### config.mk
export PLATFORM = sky130hd
export DESIGN_NAME = nbs_serial_port
export DESIGN_NICKNAME = d
export VERILOG_FILES = /design/src/nbs_serial_port.v
export VERILOG_INCLUDE_DIRS = /design/src
export SDC_FILE = /design/constraint.sdc
export NUM_CORES = 1
export LEC_CHECK = 0
export ABC_CLOCK_PERIOD_IN_PS = 6400
export BUFFER_PORTS_ARGS = -buffer_cell sky130_fd_sc_hd__buf_4
export CELL_PAD_IN_SITES_DETAIL_PLACEMENT = 1
export CELL_PAD_IN_SITES_GLOBAL_PLACEMENT = 1
export CORE_MARGIN = 4
export CORE_UTILIZATION = 46
export CTS_CLUSTER_SIZE = 40
export DETAILED_ROUTE_END_ITERATION = 7
export GPL_ROUTABILITY_DRIVEN = 0
export PLACE_DENSITY = 0.89
export SYNTH_ARGS = -nofsm -noshare
export SYNTH_HDL_FRONTEND = slang
export SYNTH_SLANG_ARGS = --single-unit
### constraint.sdc
create_clock -name aclk -period 6.4 [get_ports aclk]
set_clock_uncertainty 0.1 [all_clocks]
set_input_delay 0 -clock aclk [delete_from_list [all_inputs] [get_ports aclk]]
set_output_delay 0 -clock aclk [all_outputs]
set_load 0.02 [all_outputs]
### src/nbs_map.vh
// Constants for the nine-bit serial port: register offsets, field positions, timing.
// Assumes a 20 MHz aclk and an AXI4-Lite master with 32-bit data.
// Behaviour
// - Frame is start, eight data LSB-first, ninth, stop
// - Transmit ninth bit from control bit 3
// - Received ninth bit to control bit 2; stop unchecked
// - Writing serial buffer while idle starts a transmission
// - Transmit done set at stop-bit start
// - Reception starts only while receive enable bit 4 set
// - Accept only if rx done clear, ninth-bit check
// - Accepted frame loads buffer, ninth bit, rx done
// - Rejected frame leaves buffer and flags untouched
// - Interrupt when either done flag becomes set
// - Multiproc check: interrupt only for ninth-bit-one frames
`ifndef NBS_MAP_VH
`define NBS_MAP_VH
// Register byte offsets
`define NBS_OFF_BUFFER    5'h00
`define NBS_OFF_CONTROL   5'h04
`define NBS_OFF_STATUS    5'h08
`define NBS_OFF_MASK      5'h0c
`define NBS_OFF_DIVISOR   5'h10
// Control field positions
`define NBS_CTL_TXDONE    1
`define NBS_CTL_RXDONE    0
`define NBS_CTL_RXNINTH   2
`define NBS_CTL_TXNINTH   3
`define NBS_CTL_RXEN      4
`define NBS_CTL_MCE       5
// Status bits: 0 rx event, 1 tx event
`define NBS_ST_RX         0
`define NBS_ST_TX         1
// Bit-period divisor reset value (clocks per bit, 20 MHz / 173 ~ 115200)
`define NBS_DIV_RESET     16'h00ad
// Bits after start: 8 data + ninth
`define NBS_DATA_BITS     4'h9
`endif

### src/nbs_serial_port.v
// Nine-bit asynchronous serial port with multiprocessor address filtering.
// Registers: serial buffer, control, interrupt status, interrupt mask, bit divisor.
// Assumes rxd is already synchronous to aclk and an AXI4-Lite master.
// Assumes the far end runs at the same bit period; no rate tolerance is built in.
//
// Added by the designer: register access over AXI4-Lite and the register offsets.
`timescale 1ns/1ps
`include "nbs_map.vh"
module nbs_serial_port (
   input  wire        aclk,
   input  wire        aresetn,
   input  wire [4:0]  s_axi_awaddr,
   input  wire        s_axi_awvalid,
   output wire        s_axi_awready,
   input  wire [31:0] s_axi_wdata,
   input  wire [3:0]  s_axi_wstrb,
   input  wire        s_axi_wvalid,
   output wire        s_axi_wready,
   output reg  [1:0]  s_axi_bresp,
   output reg         s_axi_bvalid,
   input  wire        s_axi_bready,
   input  wire [4:0]  s_axi_araddr,
   input  wire        s_axi_arvalid,
   output wire        s_axi_arready,
   output reg  [31:0] s_axi_rdata,
   output reg  [1:0]  s_axi_rresp,
   output reg         s_axi_rvalid,
   input  wire        s_axi_rready,
   input  wire        rxd,
   output reg         txd,
   output wire        irq
);
   // Software-visible state
   reg  [7:0]  serial_buffer;        // Receive buffer
   reg  [5:0]  serial_control_reg;   // Control and flag bits
   // Events stay set until cleared; the mask only gates the pin
   reg  [1:0]  irq_status;           // Sticky events
   reg  [1:0]  irq_mask;             // Interrupt enables
   reg  [15:0] bit_div;              // Clocks per bit
   // Write channel capture
   reg  [4:0]  aw_addr;
   reg         aw_held;
   reg  [31:0] w_data;
   reg  [3:0]  w_strb;
   reg         w_held;
   // Transmitter; counters hold clocks left in the current bit, zero marks its end
   // Bit counters count the bits left after the start bit down to one
   reg  [1:0]  tx_state;
   reg  [15:0] tx_cnt;
   reg  [3:0]  tx_bits;
   reg  [8:0]  tx_shift;
   // Receiver
   reg  [1:0]  rx_state;
   reg  [15:0] rx_cnt;
   reg  [3:0]  rx_bits;
   reg  [8:0]  rx_shift;
   // State codes shared by the transmit and receive machines
   localparam ST_IDLE  = 2'd0;
   localparam ST_START = 2'd1;
   localparam ST_DATA  = 2'd2;
   localparam ST_STOP  = 2'd3;

   // Channel readiness: take each write half while not already held
   // A new half is refused while the response is pending, so a second write
   // can never overwrite a captured half before it has executed
   assign s_axi_awready = !aw_held && !s_axi_bvalid;
   assign s_axi_wready  = !w_held && !s_axi_bvalid;
   assign s_axi_arready = !s_axi_rvalid;

   // Register decode of a captured write; byte lane 0 gates the byte-wide
   // registers, the divisor is taken whole regardless of strobes
   // Unmapped writes still answer, with an error code, and change nothing
   wire do_write  = aw_held && w_held && !s_axi_bvalid;          // Both halves present
   wire wr_buffer = do_write && aw_addr[4:2] == 3'd0 && w_strb[0];
   wire wr_ctl    = do_write && aw_addr[4:2] == 3'd1 && w_strb[0];
   wire wr_stat   = do_write && aw_addr[4:2] == 3'd2 && w_strb[0];
   wire wr_mask   = do_write && aw_addr[4:2] == 3'd3 && w_strb[0];
   wire wr_div    = do_write && aw_addr[4:2] == 3'd4;
   wire wr_mapped = aw_addr[4:2] <= 3'd4;

   // Transmit and receive events from the state machines
   // The transmit event marks the edge on which the stop bit goes out
   wire tx_stop_start = tx_state == ST_DATA && tx_cnt == 16'h0000 && tx_bits == 4'h1;
   wire rx_sample     = rx_cnt == 16'h0000;
   // First look at the start bit comes half a period after the falling edge, which
   // puts every later sample in mid-bit; a divisor below two samples at once
   wire [15:0] rx_half = (bit_div[15:1] == 15'h0000) ? 16'h0000 :
                         {1'b0, bit_div[15:1]} - 16'h0001;
   wire rx_frame_end  = rx_state == ST_STOP && rx_sample;
   // A rejected frame drops here; nothing below is touched
   wire rx_accept     = rx_frame_end && !serial_control_reg[`NBS_CTL_RXDONE] &&
                        (!serial_control_reg[`NBS_CTL_MCE] || rx_shift[8]);

   // Interrupt is high while any unmasked sticky event is set
   // Clearing a mask bit hides an event without losing it
   assign irq = |(irq_status & irq_mask);

   // Write address and data capture, response generation
   // The response is registered, so it follows the later half by two cycles
   always @(posedge aclk) begin
      if (!aresetn) begin
         aw_held      <= 1'b0;
         w_held       <= 1'b0;
         aw_addr      <= 5'h00;
         w_data       <= 32'h00000000;
         w_strb       <= 4'h0;
         s_axi_bvalid <= 1'b0;
         s_axi_bresp  <= 2'b00;
      end else begin
         // Hold each half until both are here
         if (s_axi_awvalid && s_axi_awready) begin
            aw_held <= 1'b1;
            aw_addr <= s_axi_awaddr;
         end
         if (s_axi_wvalid && s_axi_wready) begin
            w_held <= 1'b1;
            w_data <= s_axi_wdata;
            w_strb <= s_axi_wstrb;
         end
         // Both halves held: execute the write and raise the response
         if (do_write) begin
            aw_held      <= 1'b0;
            w_held       <= 1'b0;
            s_axi_bvalid <= 1'b1;
            s_axi_bresp  <= wr_mapped ? 2'b00 : 2'b10;   // Unmapped answers SLVERR
         end else if (s_axi_bvalid && s_axi_bready) begin
            s_axi_bvalid <= 1'b0;
         end
      end
   end

   // Read channel: one-cycle latency from address acceptance
   // The address is decoded at the handshake, so it need not stand any longer
   // A read of an unmapped word returns zero with an error code
   always @(posedge aclk) begin
      if (!aresetn) begin
         s_axi_rvalid <= 1'b0;
         s_axi_rdata  <= 32'h00000000;
         s_axi_rresp  <= 2'b00;
      end else if (s_axi_arvalid && s_axi_arready) begin
         s_axi_rvalid <= 1'b1;
         s_axi_rresp  <= 2'b00;
         case (s_axi_araddr[4:2])
            3'd0:    s_axi_rdata <= {24'h000000, serial_buffer};
            3'd1:    s_axi_rdata <= {26'h0, serial_control_reg};
            3'd2:    s_axi_rdata <= {30'h0, irq_status};
            3'd3:    s_axi_rdata <= {30'h0, irq_mask};
            3'd4:    s_axi_rdata <= {16'h0000, bit_div};
            default: begin
               s_axi_rdata <= 32'h00000000;
               s_axi_rresp <= 2'b10;                      // Unmapped answers SLVERR
            end
         endcase
      end else if (s_axi_rvalid && s_axi_rready) begin
         s_axi_rvalid <= 1'b0;
      end
   end

   // Control register, buffer, sticky status and mask; hardware sets win over clears
   // Order matters: software writes come first so that a hardware set in the
   // same cycle lands on top of them
   always @(posedge aclk) begin
      if (!aresetn) begin
         serial_control_reg <= 6'h00;
         serial_buffer      <= 8'h00;
         irq_status         <= 2'b00;
         irq_mask           <= 2'b00;
         bit_div            <= `NBS_DIV_RESET;
      end else begin
         // Plain software writes; control flags are cleared by writing them as zero, status bits by writing one
         if (wr_ctl)
            serial_control_reg <= w_data[5:0];
         if (wr_mask)
            irq_mask <= w_data[1:0];
         if (wr_div)
            bit_div <= w_data[15:0];
         if (wr_stat)
            irq_status <= irq_status & ~w_data[1:0];       // Write one to clear
         // Transmit done at the start of the stop bit
         if (tx_stop_start) begin
            serial_control_reg[`NBS_CTL_TXDONE] <= 1'b1;
            irq_status[`NBS_ST_TX]             <= 1'b1;
         end
         // Accepted frame loads data, ninth bit and done flag; rejected leaves all alone
         if (rx_accept) begin
            serial_buffer                        <= rx_shift[7:0];
            serial_control_reg[`NBS_CTL_RXNINTH] <= rx_shift[8];
            serial_control_reg[`NBS_CTL_RXDONE]  <= 1'b1;
            irq_status[`NBS_ST_RX]              <= 1'b1;
         end
      end
   end

   // Transmitter: start low, nine bits LSB first, stop high
   // A buffer write while a frame is under way is dropped without notice;
   // software must wait out the stop bit after the done flag before the next byte
   always @(posedge aclk) begin
      if (!aresetn) begin
         tx_state <= ST_IDLE;
         tx_cnt   <= 16'h0000;
         tx_bits  <= 4'h0;
         tx_shift <= 9'h000;
         // Line idles high from reset on
         txd      <= 1'b1;
      end else begin
         case (tx_state)
            ST_IDLE: begin
               txd <= 1'b1;
               // The ninth bit is the control bit as it stands at the write
               if (wr_buffer) begin
                  tx_shift <= {serial_control_reg[`NBS_CTL_TXNINTH], w_data[7:0]};
                  tx_state <= ST_START;
                  tx_cnt   <= bit_div - 16'h0001;
                  txd      <= 1'b0;
               end
            end
            ST_START: begin
               // End of start bit: data bit 0 goes out, the ninth bit sits in bit 8
               if (tx_cnt == 16'h0000) begin
                  tx_state <= ST_DATA;
                  tx_cnt   <= bit_div - 16'h0001;
                  tx_bits  <= `NBS_DATA_BITS;
                  txd      <= tx_shift[0];
                  tx_shift <= {1'b0, tx_shift[8:1]};
               end else begin
                  tx_cnt <= tx_cnt - 16'h0001;
               end
            end
            ST_DATA: begin
               if (tx_cnt == 16'h0000) begin
                  tx_cnt <= bit_div - 16'h0001;
                  // Ninth bit just finished: stop bit follows
                  if (tx_bits == 4'h1) begin
                     tx_state <= ST_STOP;
                     txd      <= 1'b1;
                  end else begin
                     tx_bits  <= tx_bits - 4'h1;
                     txd      <= tx_shift[0];
                     tx_shift <= {1'b0, tx_shift[8:1]};
                  end
               end else begin
                  tx_cnt <= tx_cnt - 16'h0001;
               end
            end
            ST_STOP: begin
               // Line stays high one full period before the next start may begin
               if (tx_cnt == 16'h0000)
                  tx_state <= ST_IDLE;
               else
                  tx_cnt <= tx_cnt - 16'h0001;
            end
            default: tx_state <= ST_IDLE;
         endcase
      end
   end

   // Receiver: samples each bit mid-period; stop value is never checked
   // The ninth bit ends in bit 8 of the shifter, the first data bit in bit 0
   always @(posedge aclk) begin
      if (!aresetn) begin
         rx_state <= ST_IDLE;
         rx_cnt   <= 16'h0000;
         rx_bits  <= 4'h0;
         rx_shift <= 9'h000;
      end else begin
         // Count down in every busy state; each sample that does not end the frame reloads below
         if (rx_state != ST_IDLE && !rx_sample)
            rx_cnt <= rx_cnt - 16'h0001;
         case (rx_state)
            ST_IDLE: begin
               // Falling edge only seen while enabled
               if (serial_control_reg[`NBS_CTL_RXEN] && !rxd) begin
                  rx_state <= ST_START;
                  rx_cnt   <= rx_half;
               end
            end
            ST_START: begin
               if (rx_sample) begin
                  if (rxd) begin
                     // Line high again at the first look: a glitch, not a start bit
                     rx_state <= ST_IDLE;                   // False start
                  end else begin
                     rx_state <= ST_DATA;
                     rx_bits  <= `NBS_DATA_BITS;
                     rx_cnt   <= bit_div - 16'h0001;
                  end
               end
            end
            ST_DATA: begin
               if (rx_sample) begin
                  // Nine samples: eight data bits, then the ninth
                  rx_shift <= {rxd, rx_shift[8:1]};
                  rx_cnt   <= bit_div - 16'h0001;
                  rx_bits  <= rx_bits - 4'h1;
                  if (rx_bits == 4'h1)
                     rx_state <= ST_STOP;
               end
            end
            ST_STOP: begin
               // Frame ends at the middle of the stop bit; its value is not looked at
               if (rx_sample)
                  rx_state <= ST_IDLE;
            end
            default: rx_state <= ST_IDLE;
         endcase
      end
   end
endmodule // nbs_serial_port

==> results of run 1 <==
[power groups by stage]
| stage | Clock (uW) | Combinational, uW | Sequential, uW |
|---|---|---|---|
| after floorplan | 0 | 545 | 985 |
| after global placement | 0 | 635 | 994 |
| after detailed placement | 0 | 653 | 998 |
| after CTS | 1030 | 705 | 982 |
| after global routing | 1070 | 812 | 998 |
| final | 1040 | 771 | 998 |
[metrics by stage]
stage | hold WS, ns | total power (uW) | setup WS (ns)
after detailed placement | 0.0881 | 1650 | 3.12
after global placement | 0.0875 | 1630 | 3.24
after floorplan | -0.000976 | 1530 | 3.82
after global routing | 0.234 | 2880 | 2.73
final | 0.201 | 2810 | 2.86
after CTS | 0.146 | 2710 | 3.08
[repair_timing]
item | CTS | global route
hold endpoints to repair | 54 | 0
setup endpoints to repair | 0 | 0
hold buffers | 34 | 0
[layer usage]
metal | GRT usage [%] | up-vias
li1 | - | 3295
met3 | 7.09 | 163
met1 | 38.5 | 3737
met5 | 0 | -
met4 | 17.9 | 0
met2 | 55.9 | 558
[worst max-delay path by stage]
stage | cells past startpoint | start | end | slack (ns)
finish | 7 | bit_div[2]$_SDFFE_PN1P_ | tx_cnt[13]$_SDFFE_PN0P_ | 2.86
global route | 7 | bit_div[2]$_SDFFE_PN1P_ | tx_cnt[13]$_SDFFE_PN0P_ | 2.73
CTS | 8 | rx_cnt[0]$_SDFF_PN0_ | rx_cnt[15]$_SDFF_PN0_ | 3.08
detailed placement | 8 | rx_cnt[0]$_SDFF_PN0_ | rx_cnt[11]$_SDFF_PN0_ | 3.12
global placement | 8 | rx_cnt[0]$_SDFF_PN0_ | rx_cnt[11]$_SDFF_PN0_ | 3.24
floorplan | 10 | tx_cnt[0]$_SDFFE_PN0P_ | tx_shift[8]$_SDFFE_PN0P_ | 3.82
[cells by family (layout without fill, tap and decap cells)]
group,after synthesis,in the layout,share of synthesized area (%)
multiplexers,31,31,4.44
buffers and inverters,96,147,6.51
other,1,20,0.0512
flip-flops,139,139,38.0
XOR/XNOR,39,39,4.67
AND/OR/NAND/NOR,377,377,24.4
adder cells (fa/ha/maj),15,15,2.56
AO/OA/AOI/OAI,213,213,19.4
[worst max-delay path: cells and delay by family, from the launching register on]
| family | cells | cell delay (ns) |
|---|---|---|
| simple gates | 2 | 1.65 |
| fa+ha+maj | 1 | 0.40 |
| compound gates | 2 | 0.40 |
| flops | 1 | 0.37 |
| xor+xnor | 1 | 0.31 |
| buf+inv | 1 | 0.21 |
[final cells by class]
cell class | count | area, um^2
clock buffer | 17 | 425
inverter | 22 | 83.8
antenna | 2 | 5.00
sequential | 139 | 2780
multi-input combinational | 693 | 4130
clock inverter | 15 | 176
fill | 1800 | 6720
tap | 211 | 264
timing repair buffer | 93 | 783
[synthesized netlist by cell type, drive strengths merged, types with 15 or more instances]
cell type	instances
clkbuf	48
nor4	19
o21ai	36
nor2	94
buf	26
nand2	155
nor3	17
ha	15
xor2	18
mux2i	28
nand3	20
xnor2	21
inv	22
o22ai	21
dfxtp	139
a22oi	15
a21oi	73
==> metrics.yaml, run 1 <==
run_status:
  result_of_the_run: "complete, no violations"
pwr:
  fraction_of_power_spent_switching_nets_pct: 37.3
  power_leakage_uw: 0.00326
  clkPwrFrac_pct: 37.1
  power.ir.vdd_worst_uv: 192
  power-per-cell-area_mw_per_mm2: 325
  p_comb_share_pct: 27.4
  pwr-share-seq_pct: 35.5
  internal-power_uw: 1760
  power.switching_uw: 1050
clock_network:
  ctsHtreeMaxLevel: 4
  cts_root_buf: "sky130_fd_sc_hd__clkbuf_16"
  ctsResizeCount: 0
  cts_buffers: 17
  cts.reportedPaths.clkPinSlew_ns: 0.07
  worst_skew_late_latency_ns: 0.44
  post-cts-setup-buffer-count: 0
  cts_buffer_depth: 2
  cts.sinks: 139
  tritoncts: "yes"
detailed_routing:
  drt_pre_antenna_iters: 5
  drt_iter0_drc: 892
  top_metal_used: "met4"
  met2RoutedLength_mm: 14.4
  met3RoutedLength_mm: 2.47
  vias_per_cell: 6.50
  m1WireLength_mm: 11.2
  drc_errors: 0
  postRouteAntennaNets: 0
  avgRoutedWirePerCell_um: 25.0
  via_count: 7753
  routed_wirelength_mm: 29.7
finish:
  commonest_non_fill_non_tap_cell_in_the_layout: "sky130_fd_sc_hd__nand2_1"
  total_non_filler_cell_area_in_the_finished_layout_mm2: 0.00865
  post_route_cells_drive_above_1_share_pct: 12.7
  finish.utilization_pct: 56.3
  synthToLayoutAreaGrowth_pct: 18.2
  finalNetCount: 1035
  fin_cells: 1192
  commonest_non_fill_non_tap_cells_in_the_layout: "sky130_fd_sc_hd__nand2_1, sky130_fd_sc_hd__dfxtp_1, sky130_fd_sc_hd__nor2_1, sky130_fd_sc_hd__a21oi_1, sky130_fd_sc_hd__buf_4"
worst_setup_path:
  critical_path.startpoint_type: "flop"
  path_cells: "inv_1 -> ha_1 -> nor3b_1 -> nor4bb_1 -> xnor2_1 -> o21ai_0 -> a32o_1"
  slowest_cell_delay_on_critical_path_ns: 1.09
  crit_type: "reg2reg"
  critical_path_required_ns: 6.62
  worstReg2RegStart: "bit_div[2]$_SDFFE_PN1P_"
  critical_path_peak_fanout: 10
  r2r_cells: 7
  r2r-end: "tx_cnt[13]$_SDFFE_PN0P_"
  worst-r2r-setup-slack_ns: 2.86
  cp_slowest_cell: "sky130_fd_sc_hd__nor3b_1"
  timing.critical_path.arrival_ns: 3.77
  worst_setup_path_end_kind: "flop"
hold_path:
  path_type_of_the_worst_min_delay_path: "in2reg"
  timing.hold.worst.start: "s_axi_wvalid"
  worst_hold_path.num_cells: 4
  worst_hold_path.endpoint: "w_data[14]$_SDFFE_PN0P_"
logic_synthesis:
  synth_top_cell_area_share_pct: 38.0
  synth_cells: 911
  netlist.top_cell.by_area: "sky130_fd_sc_hd__dfxtp_1"
  synth.yosys.warnings: 0
  dominantRegCellSynth: "sky130_fd_sc_hd__dfxtp_1"
  synth_seq_area_share_pct: 38.0
  yosys-top-cells-area: "sky130_fd_sc_hd__dfxtp_1, sky130_fd_sc_hd__nand2_1, sky130_fd_sc_hd__a21oi_1"
  synth-edff-count: 0
  syn-cell-area_mm2: 0.00732
  postSynth.asyncResetShare_pct: 0
  yosysUniqueCellTypes: 73
  post_synth.cell_area_avg_um2: 8.04
  synth.ff_latch_count: 139
place:
  hpwlAfterDp_mm: 14.8
  port_buffer_count: 55
  dpl_cell_area_mm2: 0.00770
  post-place-cells: 1123
timing:
  min_period_over_period_pct: 55.3
  fin_crit_ns: 3.54
  timing.fmax_mhz: 282
  slew-limit-headroom_pct: 11.8
  worst_slew_pin_slew_ns: 1.32
  setup_violations: 0
  final_max_slew_viol_count: 0
  rsz_0062_raised_after_global_routing: "no"
  setup_total_negative_slack_ns: 0
  hold_viol: 0
global_routing:
  grt_pass1_wl_mm: 46.6
  first_global_vias: 8171
  total_global_routing_overflow: 0
  pin_count_of_the_biggest_net_entering_global_routing: 90
  grt_antenna_before_repair: 2
  grt.total_usage_pct: 32.8
die:
  die_w_um: 134
  fp-row-count: 45
  initial_standard_cell_utilization_of_the_core_pct: 47.6
  chipHeight_um: 134
  ios: 97
  core_ar_mm2: 0.0154
  die-area_mm2: 0.0180
run:
  drv_cap: 0
(Power assumes the default switching activity.)
==> inputs of run 2 (changes only) <==
ABC_CLOCK_PERIOD_IN_PS = 3200   (was 6400)
CORE_UTILIZATION = 39   (was 46)
PLACE_DENSITY = 0.8   (was 0.89)
clock period = 3.2 ns   (was 6.4 ns; I/O delays follow)
==> metrics.yaml, run 2 (synthesis results as in run 1) <==
global_routing:
  grt_pass1_wl_mm: 36.6
  grt.total_usage_pct: 20.9
  total_global_routing_overflow: 0
  grt_antenna_before_repair: 0
  pin_count_of_the_biggest_net_entering_global_routing: 67
  first_global_vias: 6978
finish:
  commonest_non_fill_non_tap_cells_in_the_layout: "sky130_fd_sc_hd__nand2_1, sky130_fd_sc_hd__dfxtp_1, sky130_fd_sc_hd__nor2_1, sky130_fd_sc_hd__buf_4, sky130_fd_sc_hd__a21oi_1"
  post_route_cells_drive_above_1_share_pct: 13.7
  finalNetCount: 1048
  synthToLayoutAreaGrowth_pct: 19.0
  antennaDiodeCount: 0
  total_non_filler_cell_area_in_the_finished_layout_mm2: 0.00871
  fill_cells: 2143
  commonest_non_fill_non_tap_cell_in_the_layout: "sky130_fd_sc_hd__nand2_1"
  area_of_the_multi_input_gates_mm2: 0.00413
  area.sequential_mm2: 0.00278
clock_network:
  post-cts-setup-buffer-count: 0
  cts_root_buf: "sky130_fd_sc_hd__clkbuf_16"
  ctsHtreeMaxLevel: 4
  ctsResizeCount: 0
  cts.reportedPaths.clkPinSlew_ns: 0.06
  worst_skew_late_latency_ns: 0.43
  cts_buffer_depth: 2
  cts_buffers: 17
  cts.sinks: 139
  cts.hold.buffers_added: 33
  tritoncts: "yes"
detailed_routing:
  postRouteAntennaNets: 0
  drc_errors: 0
  avgRoutedWirePerCell_um: 18.2
  routed_wirelength_mm: 22.2
  via_count: 6793
  drt_iter0_drc: 451
  drt_pre_antenna_iters: 4
  vias_per_cell: 5.56
die:
  die_w_um: 145
  initial_standard_cell_utilization_of_the_core_pct: 40.2
  chipHeight_um: 145
  fp-row-count: 49
  die-area_mm2: 0.0210
  core_ar_mm2: 0.0182
  ios: 97
worst_setup_path:
  r2r-end: "tx_cnt[7]$_SDFFE_PN0P_"
  critical_path_depth: 8
  critPathBufInv: 2
  worst_setup_path_end_kind: "flop"
  critical_path.startpoint_type: "flop"
  crit_type: "reg2reg"
  timing.critical_path.arrival_ns: 3.18
  worst-r2r-setup-slack_ns: 0.24
  critical_path_peak_fanout: 7
  worstReg2RegStart: "tx_cnt[0]$_SDFFE_PN0P_"
  critical_path_required_ns: 3.42
  cp_slowest_cell: "sky130_fd_sc_hd__or4_4"
  path_cells: "inv_1 -> ha_1 -> or4b_1 -> or4_4 -> o21ai_2 -> buf_4 -> o21ai_0 -> a32o_1"
  critPathTopFamily: "simple AND/OR/NAND/NOR gates"
  r2r_cells: 8
  slowest_cell_delay_on_critical_path_ns: 0.61
timing:
  rsz_0062_raised_after_global_routing: "no"
  hold_slack_ns: 0.0444
  setup_violations: 0
  hold_viol: 0
  final_max_slew_viol_count: 0
  worst_slew_pin_slew_ns: 0.800
  slew-limit-headroom_pct: 46.6
  timing.fmax_mhz: 338
  setup_total_negative_slack_ns: 0
  min_period_over_period_pct: 92.5
  fin_crit_ns: 2.96
place:
  port_buffer_count: 55
  hpwlAfterDp_mm: 15.1
  dpl_cell_area_mm2: 0.00783
run:
  drv_cap: 0
hold_path:
  timing.hold.worst.start: "s_axi_arvalid"
  worst_hold_path.num_cells: 4
  path_type_of_the_worst_min_delay_path: "in2reg"
  worst_hold_path.endpoint: "s_axi_rdata[0]$_SDFFE_PN0P_"
pwr:
  power.ir.vdd_worst_uv: 311
  power-per-cell-area_mw_per_mm2: 602
  power_leakage_uw: 0.00329
run_status:
  result_of_the_run: "complete, no violations"
-- run 2: area by class of cell --
type / count / share of cell area, %
clock inverters: 13 / 1.26
clock buffers: 19 / 5.09
well taps: 229 / 3.29
repair buffers: 106 / 10.1
inverters: 22 / 0.963
flip-flops and latches: 139 / 31.9
multi-input cells: 693 / 47.4
-- run 2: how the worst max path moves through the flow --
stage / start / endpoint / slack [ns]
6_report: tx_cnt[0]$_SDFFE_PN0P_ / tx_cnt[7]$_SDFFE_PN0P_ / 0.24
5_1_grt: tx_cnt[0]$_SDFFE_PN0P_ / tx_cnt[7]$_SDFFE_PN0P_ / 0.12
4_1_cts: tx_cnt[0]$_SDFFE_PN0P_ / tx_cnt[7]$_SDFFE_PN0P_ / 0.25
3_5_place_dp: tx_cnt[0]$_SDFFE_PN0P_ / tx_cnt[7]$_SDFFE_PN0P_ / 0.30
3_3_place_gp: tx_cnt[0]$_SDFFE_PN0P_ / tx_cnt[13]$_SDFFE_PN0P_ / 0.37
2_1_floorplan: tx_cnt[0]$_SDFFE_PN0P_ / tx_shift[8]$_SDFFE_PN0P_ / 0.62
-- run 2: metrics by stage --
stage	util, %	std cells	total power, uW	setup WS (ns)
after floorplan	-	928	3060	0.621
after CTS	47.8	1221	5250	0.255
after detailed placement	43.0	1156	3350	0.300
after global routing	47.8	1221	5510	0.118
after global placement	43.0	1156	3300	0.368
final	47.8	1221	5240	0.240
-- run 2: where the power goes --
part	total (uW)	switching, uW	leakage [uW]	internal, uW
logic	1410	847	0.00190	568
clock network	1860	832	0.000260	1030
registers	1960	113	0.00113	1850
-- run 2: tightest hold or removal path, delay by kind of cell --
family | cells | cell delay, ns
simple gates | 1 | 0.18
buf+inv | 1 | 0.11
compound gates | 2 | 0.22
-- run 2: layer usage --
layer	track usage [%]	wire [um]	vias up
li1	-	-	3308
met1	27.2	10100	3332
met2	36.1	11000	128
met3	3.09	697	25
met4	6.37	395	0
met5	0	0	-
==> inputs of run 3 (changes only) <==
ABC_CLOCK_PERIOD_IN_PS = 3810   (was 3200)
CORE_UTILIZATION = 46   (was 39)
PLACE_DENSITY = 0.89   (was 0.8)
clock period = 3.81 ns   (was 3.2 ns; I/O delays follow)
==> metrics.yaml, run 3 (synthesis results as in run 1) <==
run_status:
  result_of_the_run: "complete, no violations"
detailed_routing:
  drc_errors: 0
  avgRoutedWirePerCell_um: 25.0
  via_count: 7644
  postRouteAntennaNets: 0
  drt_iter0_drc: 813
  vias_per_cell: 6.41
  drt_pre_antenna_iters: 5
  routed_wirelength_mm: 29.9
finish:
  fill_cells: 1769
  commonest_non_fill_non_tap_cell_in_the_layout: "sky130_fd_sc_hd__nand2_1"
  synthToLayoutAreaGrowth_pct: 18.5
  post_route_cells_drive_above_1_share_pct: 12.8
  finalNetCount: 1037
  antennaDiodeCount: 0
  commonest_non_fill_non_tap_cells_in_the_layout: "sky130_fd_sc_hd__nand2_1, sky130_fd_sc_hd__dfxtp_1, sky130_fd_sc_hd__nor2_1, sky130_fd_sc_hd__a21oi_1, sky130_fd_sc_hd__buf_4"
  finish.utilization_pct: 56.4
clock_network:
  post-cts-setup-buffer-count: 0
  cts.sinks: 139
  ctsHtreeMaxLevel: 4
  cts.reportedPaths.clkPinSlew_ns: 0.07
  worst_skew_late_latency_ns: 0.44
  ctsResizeCount: 0
  cts_buffers: 17
  tritoncts: "yes"
  cts_buffer_depth: 2
  cts_root_buf: "sky130_fd_sc_hd__clkbuf_16"
timing:
  min_period_over_period_pct: 83.2
  setup_violations: 0
  rsz_0062_raised_after_global_routing: "no"
  setup_total_negative_slack_ns: 0
  hold_viol: 0
  timing.fmax_mhz: 315
  final_max_slew_viol_count: 0
  fin_crit_ns: 3.17
  worst_slew_pin_slew_ns: 1.26
  worst_slack_ns: 0.639
  slew-limit-headroom_pct: 15.8
global_routing:
  grt_antenna_before_repair: 0
  first_global_vias: 7854
  pin_count_of_the_biggest_net_entering_global_routing: 102
  total_global_routing_overflow: 0
  grt.total_usage_pct: 33.3
  grt_pass1_wl_mm: 46.5
worst_setup_path:
  critical_path_peak_fanout: 16
  critPathBufInv: 1
  r2r_cells: 8
  worst_path_most_repeated_cell: "sky130_fd_sc_hd__a21oi_1"
  critical_path.startpoint_type: "flop"
  worst_setup_path_end_kind: "flop"
  worstReg2RegStart: "tx_cnt[0]$_SDFFE_PN0P_"
  worst-r2r-setup-slack_ns: 0.64
  critPathTopFamily: "simple AND/OR/NAND/NOR gates"
  timing.critical_path.arrival_ns: 3.45
  r2r-end: "tx_cnt[6]$_SDFFE_PN0P_"
  critical_path_required_ns: 4.09
  path_cells: "inv_1 -> ha_1 -> or4b_1 -> nor4_4 -> a21oi_1 -> or2_2 -> a21oi_1 -> o211a_1"
  crit_type: "reg2reg"
  cp_slowest_cell: "sky130_fd_sc_hd__or4b_1"
  slowest_cell_delay_on_critical_path_ns: 0.56
run:
  drv_cap: 0
hold_path:
  path_type_of_the_worst_min_delay_path: "in2reg"
  worst_hold_path.num_cells: 4
  timing.hold.worst.start: "s_axi_wvalid"
  worst_hold_path.endpoint: "w_data[14]$_SDFFE_PN0P_"
die:
  ios: 97
  chipHeight_um: 134
  die_w_um: 134
  initial_standard_cell_utilization_of_the_core_pct: 47.6
  die-area_mm2: 0.0180
  core_ar_mm2: 0.0154
  fp-row-count: 45
pwr:
  power.ir.vdd_worst_uv: 309
  fin_total_pwr_uw: 4730
  power_leakage_uw: 0.00327
  power-per-cell-area_mw_per_mm2: 546
place:
  hpwlAfterDp_mm: 15.2
  dpl_worst_slack_ns: 0.833
  port_buffer_count: 55
==> run 3: cell types whose count changed in the layout (fill, tap and decap cells not counted), moves of 2 or more <==
cell and delta:
sky130_fd_sc_hd__buf_4 -12, sky130_fd_sc_hd__bufinv_16 +2, sky130_fd_sc_hd__clkinv_4 -2, sky130_fd_sc_hd__clkinvlp_4 -2, sky130_fd_sc_hd__inv_6 +2, sky130_fd_sc_hd__inv_8 +2
==> run 3: worst max path at each step <==
stage | endpoint | startpoint | slack (ns) | cells past startpoint
4_1_cts | tx_cnt[6]$_SDFFE_PN0P_ | tx_cnt[0]$_SDFFE_PN0P_ | 0.80 | 8
6_report | tx_cnt[6]$_SDFFE_PN0P_ | tx_cnt[0]$_SDFFE_PN0P_ | 0.64 | 8
2_1_floorplan | tx_shift[8]$_SDFFE_PN0P_ | tx_cnt[0]$_SDFFE_PN0P_ | 1.23 | 10
3_5_place_dp | tx_cnt[6]$_SDFFE_PN0P_ | tx_cnt[0]$_SDFFE_PN0P_ | 0.83 | 8
5_1_grt | tx_cnt[6]$_SDFFE_PN0P_ | tx_cnt[0]$_SDFFE_PN0P_ | 0.47 | 8
3_3_place_gp | tx_cnt[6]$_SDFFE_PN0P_ | tx_cnt[0]$_SDFFE_PN0P_ | 0.87 | 8
==> run 3: stage by stage <==
step | hold slack (ns) | area (um^2) | std cells
after floorplan | -0.000976 | 7380 | 928
after global placement | 0.0865 | 7730 | 1127
after detailed placement | 0.0979 | 7730 | 1127
after CTS | 0.133 | 8680 | 1192
after global routing | 0.184 | 8680 | 1192
final | 0.155 | 8680 | 1192
==> run 3: cell type report <==
type / count / area, um^2 / area share [%]
multi-input combinational: 693 / 4130 / 47.5
sequential: 139 / 2780 / 32.1
timing repair buffer: 95 / 808 / 9.32
clock buffer: 18 / 439 / 5.06
tap: 211 / 264 / 3.04
clock inverter: 14 / 173 / 1.99
inverter: 22 / 83.8 / 0.966
==> run 3: layer usage <==
metal	global-route usage [%]	share of wire (%)
met5	0	0
met4	18.3	6.3
met3	7.84	8.0
met2	55.1	48
met1	40.1	38
==> run 3: what timing repair did <==
| item | CTS | global route |
|---|---|---|
| endpoints found under the setup margin | 0 | 0 |
| hold buffers | 33 | 0 |
| hold endpoints to repair | 60 | 0 |
==> run 3: worst register-to-register path: cells and delay by family (launching register included) <==
kind / cells / cell delay [ns]
AND/OR/NAND/NOR: 3 / 1.50
AO/OA/AOI/OAI: 3 / 0.76
flip-flops: 1 / 0.36
adder cells (fa/ha/maj): 1 / 0.28
buffers and inverters: 1 / 0.12
==> run 3: report_power, final <==
| group | switching (uW) | internal, uW | total, uW | leakage [uW] |
|---|---|---|---|---|
| combinational | 801 | 458 | 1260 | 0.00185 |
| clock | 794 | 1010 | 1810 | 0.000296 |
| sequential | 115 | 1550 | 1670 | 0.00113 |
